**src/logic/pbda_pkg.sv**
```systemverilog
// Purpose: Shared constants for the packed decimal adjust slice.
// Assumes: One core clock edge per quarter cycle of an instruction.
// Notes:   Phase codes are one-hot, one bit per quarter cycle.
package pbda_pkg;

    localparam int        PBDA_DATA_W   = 8;          // Accumulator width.
    localparam int        PBDA_NIB_W    = 4;          // Width of one packed digit.
    localparam logic [3:0] PBDA_NIB_MAX = 4'h9;       // Largest legal decimal digit.
    localparam logic [3:0] PBDA_NIB_FIX = 4'h6;       // Correction added to a digit.
    localparam logic       PBDA_CARRY_SET = 1'h1;     // Value written to carry on a fix.

    // Quarter cycles of one instruction cycle.
    typedef enum logic [3:0] {
        PBDA_Q1 = 4'h1,
        PBDA_Q2 = 4'h2,
        PBDA_Q3 = 4'h4,
        PBDA_Q4 = 4'h8
    } pbda_phase_type;

    localparam pbda_phase_type PBDA_PHASE_RST = PBDA_Q1;

endpackage

```
**src/logic/pbda_nibble_fix.sv**
```systemverilog
// Purpose: Corrects one packed decimal digit.
// Assumes: Purely combinational; the caller registers the result.
// Notes:   The sum keeps only four bits, so any carry out of the digit is dropped.
`timescale 1ns/10ps
module pbda_nibble_fix
    import pbda_pkg::*;
(
    input  wire logic [PBDA_NIB_W-1:0] nib,
    input  wire logic                  force_fix,
    output wire logic [PBDA_NIB_W-1:0] res,
    output wire logic                  fixed
);

    // A digit above nine or a pending carry into it calls for the correction.
    assign fixed = (nib > PBDA_NIB_MAX) || force_fix;
    assign res   = fixed ? PBDA_NIB_W'(nib + PBDA_NIB_FIX) : nib;

endmodule

```
**src/logic/pbda_adjust.sv**
```systemverilog
// Purpose: Decimal adjust of the accumulator after a packed BCD addition.
// Assumes: The core issues bcd_fixup_op in the first quarter cycle and owns the flags.
// Notes:   One instruction cycle is four clock edges tracked by phase_q.
//
// Functional notes
// - Low digit above nine or flag: add six.
// - Otherwise low digit is written back unchanged.
// - High digit above nine or carry: add six.
// - High fix sets carry; no other flag changes.
`timescale 1ns/10ps
module pbda_adjust
    import pbda_pkg::*;
(
    input  wire logic                   clk,
    input  wire logic                   arst_n,
    input  wire logic                   bcd_fixup_op,
    input  wire logic [PBDA_DATA_W-1:0] acc_in,
    input  wire logic                   half_byte_wrap_flag,
    input  wire logic                   carry_in,
    output logic      [3:0]             phase_q,
    output logic      [PBDA_DATA_W-1:0] acc_out_q,
    output logic                        acc_we_q,
    output logic                        carry_out_q,
    output logic                        carry_we_q
);

    pbda_phase_type             phase_cur_q;
    pbda_phase_type             phase_nxt_d;
    logic                       run_q;
    logic [PBDA_DATA_W-1:0]     acc_hold_q;
    logic                       dc_hold_q;
    logic                       c_hold_q;
    wire logic [PBDA_NIB_W-1:0] lo_res;
    wire logic [PBDA_NIB_W-1:0] hi_res;
    wire logic                  lo_fixed;
    wire logic                  hi_fixed;
    wire logic                  in_q1;
    wire logic                  in_q2;
    wire logic                  in_q3;

    // Phase decode and successor; an unknown code falls back to Q1.
    assign in_q1 = (phase_cur_q == PBDA_Q1);
    assign in_q2 = (phase_cur_q == PBDA_Q2);
    assign in_q3 = (phase_cur_q == PBDA_Q3);

    always_comb begin
        case (phase_cur_q)
            PBDA_Q1: phase_nxt_d = PBDA_Q2;
            PBDA_Q2: phase_nxt_d = PBDA_Q3;
            PBDA_Q3: phase_nxt_d = PBDA_Q4;
            PBDA_Q4: phase_nxt_d = PBDA_Q1;
            default: phase_nxt_d = PBDA_PHASE_RST;
        endcase
    end

    // Quarter cycle counter, visible to the core so it can align its issue.
    always_ff @(posedge clk or negedge arst_n) begin
        if (!arst_n) begin
            phase_cur_q <= PBDA_PHASE_RST;
            phase_q     <= PBDA_PHASE_RST;
        end else begin
            phase_cur_q <= phase_nxt_d;
            phase_q     <= phase_nxt_d;
        end
    end

    // Issue is only honoured in Q1 so a stray pulse mid-cycle cannot start a second pass.
    always_ff @(posedge clk or negedge arst_n) begin
        if (!arst_n) begin
            run_q <= 1'b0;
        end else if (in_q1) begin
            run_q <= bcd_fixup_op;
        end
    end

    // Operands are sampled in Q2 only, so the core may change them freely elsewhere.
    always_ff @(posedge clk or negedge arst_n) begin
        if (!arst_n) begin
            acc_hold_q <= '0;
            dc_hold_q  <= 1'b0;
            c_hold_q   <= 1'b0;
        end else if (in_q2 && run_q) begin
            acc_hold_q <= acc_in;
            dc_hold_q  <= half_byte_wrap_flag;
            c_hold_q   <= carry_in;
        end
    end

    // Each digit is corrected on its own; no carry passes from the low to the high digit.
    pbda_nibble_fix u_lo (
        .nib       (acc_hold_q[PBDA_NIB_W-1:0]),
        .force_fix (dc_hold_q),
        .res       (lo_res),
        .fixed     (lo_fixed)
    );

    pbda_nibble_fix u_hi (
        .nib       (acc_hold_q[PBDA_DATA_W-1:PBDA_NIB_W]),
        .force_fix (c_hold_q),
        .res       (hi_res),
        .fixed     (hi_fixed)
    );

    // Results are registered at the end of Q3 so the write strobes stand for all of Q4.
    always_ff @(posedge clk or negedge arst_n) begin
        if (!arst_n) begin
            acc_out_q   <= '0;
            acc_we_q    <= 1'b0;
            carry_out_q <= 1'b0;
            carry_we_q  <= 1'b0;
        end else begin
            acc_we_q   <= in_q3 && run_q;
            carry_we_q <= in_q3 && run_q && hi_fixed;
            if (in_q3 && run_q) begin
                acc_out_q   <= {hi_res, lo_res};
                carry_out_q <= hi_fixed ? PBDA_CARRY_SET : c_hold_q;
            end
        end
    end
endmodule

```
**config.mk**
```make
export PLATFORM = sky130hd
export DESIGN_NAME = pbda_adjust
export DESIGN_NICKNAME = d
export VERILOG_FILES = /design/src/logic/pbda_pkg.sv /design/src/logic/pbda_nibble_fix.sv /design/src/logic/pbda_adjust.sv
export SDC_FILE = /design/constraint.sdc
export NUM_CORES = 1
export LEC_CHECK = 0
export BUFFER_PORTS_ARGS = -buffer_cell sky130_fd_sc_hd__buf_2
export CORE_MARGIN = 4
export CORE_UTILIZATION = 51
export CTS_BUF_LIST = sky130_fd_sc_hd__clkbuf_16
export DETAILED_ROUTE_END_ITERATION = 10
export PLACE_DENSITY = 0.77
export SYNTH_ARGS = -nofsm -noshare
export SYNTH_HDL_FRONTEND = slang
export SYNTH_SLANG_ARGS = --single-unit
```
**constraint.sdc**
```tcl
create_clock -name clk -period 1.8 [get_ports clk]
set_input_delay 0.27 -clock clk [delete_from_list [all_inputs] [get_ports clk]]
set_output_delay 0.27 -clock clk [all_outputs]
set_load 0.005 [all_outputs]
```
## After elaboration in Yosys (flattened, before gate mapping)

Cells that the tools add are included.
Widths: inputs -> output; s select.

| word-level totals | value |
|---|---|
| bits in registers | 26 |
| logic and storage cells | 25 |
| output and inout bits | 15 |

| cells by class | value |
|---|---|
| muxes and demuxes | 4 |
| reduce and logical (&&, ||, !) cells | 5 |
| magnitude comparators | 2 |
| eq/ne operators | 3 |
| $add $sub $neg | 2 |

Operators with widths:

| operator | number |
|---|---|
| $pmux 4 s3 | 1 |
| $add 4x3->4 const B | 2 |
| $gt 4x4->1 const B | 2 |
| $mux 4 | 2 |
| $eq 4x1->1 const B | 1 |
| $eq 4x2->1 const B | 1 |
| $eq 4x3->1 const B | 1 |
| $logic_and 1x1->1 | 3 |
| $logic_or 1x1->1 | 2 |
| $mux 1 | 1 |

## Logic depth before layout (Yosys ltp)

| logic depth | value |
|---|---|
| depth after elaboration | 3 |
| mapped depth | 5 |
| depth with buffers taken out | 5 |

## Cells and area by module

Synthesis repeated with hierarchy kept, for this count alone.

| unflattened totals | value |
|---|---|
| cells, all modules | 91 |
| area total of the unflattened synthesis | 1,207.4 um^2 |

By module, submodules not included:

| module | cells each | times used | area each (um^2) |
|---|---|---|---|
| pbda_adjust | 61 | 1 | 994.7 |
| pbda_nibble_fix | 15 | 2 | 106.4 |

## Worst setup path after synthesis

No wires, ideal clock.

| timing | value |
|---|---|
| kind | register to register |
| start point | register phase_cur_q[1] |
| end point | register acc_out_q[1] |
| setup time | 0.127 ns |
| slack | 0.244 ns |
| arrival | 1.429 ns |
| stages on the path, launching flop included | 5 |
| required time | 1.673 ns |
| path buffers | 0 |
| cell sequence | dfrtp_1 nor4b_4 nand2_4 clkinv_2 mux2_1 |

| between the ends | value |
|---|---|
| word-level cells in the longest chain between the ends | 2 |

Ends and longest elaborated chain:

| element | RTL line | RTL |
|---|---|---|
| start, declared | pbda_adjust.sv:27 | `pbda_phase_type phase_cur_q;` |
| start signal, assigned | pbda_adjust.sv:62 | `phase_cur_q <= phase_nxt_d;` |
| $eq 4x3->1 | pbda_adjust.sv:44 | `assign in_q3 = (phase_cur_q == PBDA_Q3);` |
| $logic_and 1x1->1 | pbda_adjust.sv:114 | `if (in_q3 && run_q) begin` |
| end signal, assigned | pbda_adjust.sv:115 | `acc_out_q <= {hi_res, lo_res};` |
| end, declared | pbda_adjust.sv:21 | `output logic [PBDA_DATA_W-1:0] acc_out_q,` |

No other way between the ends.
A chain may end at the register's enable or synchronous reset.

## Worst setup path in the final report

Ends and elaborated chain as after synthesis.

==> results.md <==
* Post-CTS Hold Buffers at 0
* Slew headroom at a little over three fifths
* Critical path's top delay family: simple AND/OR/NAND/NOR gates
* CP Max Fanout at 6
* VDD IR max at 0.712 mV
* Largest net degree at the start of global routing at 27
* Post-Route WL at 2000 um
* Drt first pass iters at 4
* Pwr per Cell Area at 957 nW/um2
* FF+latch count, synth at 26
* Hpwl dp at 1470 um
* GRT Total Usage at 14.9%
* Worst-path clk slew at 0.06 ns
* Crit-path cells: nor4b_4, nand2_4, clkinv_2, mux2_1
* Synth Net Count at 102
* Crit. End Element: flop
* Psw at 302 uW
* Initial antenna violation count at 0
* Post-Route Skew at 0.00492 ns
* Internal at 1.04 mW
* Layout cells sized above 1 at about 43%
* Synth Area in XOR/XNOR at 0%
* Simple-gate area share of the yosys netlist at 11.3%
* Initial core utilization at 56.3%
* Crit path launch: phase_cur_q[1]
* Clock power frac at 35.5%
* Period utilization at 81.7%
* CTS-repair resized insts at 0
* Wire per inst at between 10 and 15 um
* Hold Path Class: in2async
* N_diodes at 0
* Post-Layout Inst Area at 1400 um2
* DR iter-0 viols at 7
* Final hold violations at 4
* NumNets Final at 134
* Rows at 16
* Gate power share at 12.7%
* Sequential area share after synthesis at 56.8%
* Mapped Avg Cell Area at 13.2 um2
* Most frequent cells in the layout: 27 x buf_2, 25 x dfrtp_1, 11 x mux2_2
* Hold slack at -0.00506 ns
* Critical path launch point type: flop
* Placed Cells at 141
* Die H at 55.5 um
* Total clock sinks at 26
* R2r startpoint: phase_cur_q[1]
* H-tree depth at 1
* Unrepaired setup endpoints after global routing: false
* Worst slew pin tran at around 0.55 ns
* Adder-Cell Fraction of Synth Area at 2.18%
* Commonest non-fill, non-tap cell in the layout: buf_2
* Post-synthesis compound-gate area fraction at 12.6%
* CTS tree: done
* First-pass GRT wire length at 3670 um
* Synth Instances at 87
* Vias/cell at 5.48
* Inserted Clock Buffers at 3
* R2r setup slk at between 0.3 and 0.4 ns
* Switching portion of total power at 22.5%
* GP Congestion at 0.789
* Reg2reg path depth at 4
* Final std cells w/o fill at 145
* Fin. max-slew vios at 0
* Fin crit period at ~1.5 ns
* Worst-Skew Late Latency at 0.25 ns
* Crit path required time at 1.94 ns
* # IOs at 28
* Post-CTS Setup Repair Bufs at 0
* Clock Path Buffers at 2
* Vias in the first global route at between 800 and 900
* Core Footprint at a little over 2000 um2
* Pleak at 0.672 nW
* Mux contribution to synthesized area at 14.4%
* Crit path DAT at 1.61 ns
* Dpl cell area at around 1300 um2
* Crit-path slowest cell: dfrtp_1
* Die W at 55.5 um
* Outcome: finished, violations left
* Total grt overflow at 0
* Drc violations at 0
* Yosys cell types at 30
* Root Buffer: clkbuf_16
* Via count at just under 800
* Area grow syn2layout at 21.9%
* Reg2reg end: acc_out_q[1]
* Max Cap Viol at 0
* CP max stage delay at about 0.44 ns
* Crit path buffers/inverters at 1
* Final ANT Viol Nets at 0
* # setup viols final at 0
* Die Area at 3080 um2
* Synthesized area at 1150 um2
* Failing checks: negative hold slack
* Setup TNS at 0 ns
* Reg power frac at between 50% and 60%
* Port bufs at 27
* Largest family of logic cells by synthesized area: multiplexers
* YS warnings at 0
* Crit Path Class: reg2reg
* Fmax at 0.680 GHz
cells in the mapped netlist:
library cell  count  area, um2
nand2_1           2       7.51
clkinv_2          1       5.00
nor3_1            2       10.0
mux2_1            1       11.3
o2111ai_1         1       8.76
dfstp_2           1       26.3
nor4b_4           2       47.6
o311a_1           1       10.0
nand2_4           1       11.3
o21a_1            3       22.5
a21oi_1           5       25.0
nor2b_1           1       6.26
mux2_4            2       30.0
o21bai_1          1       7.51
nor2_1            4       15.0
o22ai_1           1       6.26
o211ai_1          1       7.51
a211o_1           2       17.5
nand2b_1          1       6.26
mux2_2           11        124
o2bb2ai_1         2       17.5
nand3_1           1       5.00
inv_1             6       22.5
nor4b_2           1       15.0
a31oi_1           2       12.5
o21ai_0           2       10.0
buf_1             1       3.75
nand2_2           1       6.26
ha_1              2       25.0
dfrtp_1          25        626
state kept, by name, summed over array words and instances, names as in the netlist:
| register | cells |
|---|---|
| acc_hold_q | 8 |
| acc_out_q | 8 |
| acc_we_q | 1 |
| c_hold_q | 1 |
| carry_out_q | 1 |
| carry_we_q | 1 |
| dc_hold_q | 1 |
| phase_cur_q | 4 |
| run_q | 1 |
power by group through the flow:
stage | sequential (mW) | combinational [mW] | clock, mW
6_report | 0.695 | 0.170 | 0.475
5_1_grt | 0.707 | 0.196 | 0.516
4_1_cts | 0.695 | 0.174 | 0.487
3_5_place_dp | 0.705 | 0.172 | 0
3_3_place_gp | 0.703 | 0.166 | 0
2_1_floorplan | 0.696 | 0.0992 | 0
final cells by class:
cell class              count  area, um2
inverters                   7       27.5
repair buffers             28        143
clock buffers               3       75.1
fillers                   157        642
well taps                  27       33.8
clock inverters             1       3.75
flip-flops and latches     26        652
multi-input cells          53        465
through the flow:
step / total power, mW / utilization, % / setup slack, ns
after floorplan: 0.795 / - / 0.244
after detailed placement: 0.877 / 64.7 / 0.324
final: 1.34 / 68.6 / 0.329
after global placement: 0.869 / 64.7 / 0.342
after CTS: 1.36 / 68.6 / 0.310
after global routing: 1.42 / 68.6 / 0.213
how the worst max path moves through the flow:
| stage | endpoint | slack, ns | depth (start not counted) |
|---|---|---|---|
| CTS | acc_out_q[1] | 0.31 | 4 |
| finish | acc_out_q[1] | 0.33 | 4 |
| global placement | acc_out_q[1] | 0.34 | 4 |
| floorplan | acc_out_q[1] | 0.24 | 4 |
| global route | acc_out_q[1] | 0.21 | 4 |
| detailed placement | acc_out_q[1] | 0.32 | 4 |
routing by layer:
layer	global-route usage, %	part of all wire (%)
met5	0	0
met4	5.21	0.40
met3	3.50	5.6
met2	23.8	49
met1	19.8	45
logic make-up (layout without fill, tap and decap cells):
| logic type | after synthesis | after routing |
|---|---|---|
| simple gates | 16 | 16 |
| mux | 14 | 14 |
| buf+inv | 8 | 39 |
| fa+ha+maj | 2 | 2 |
| flops | 26 | 26 |
| compound gates | 21 | 21 |
(Power assumes the default switching activity.)
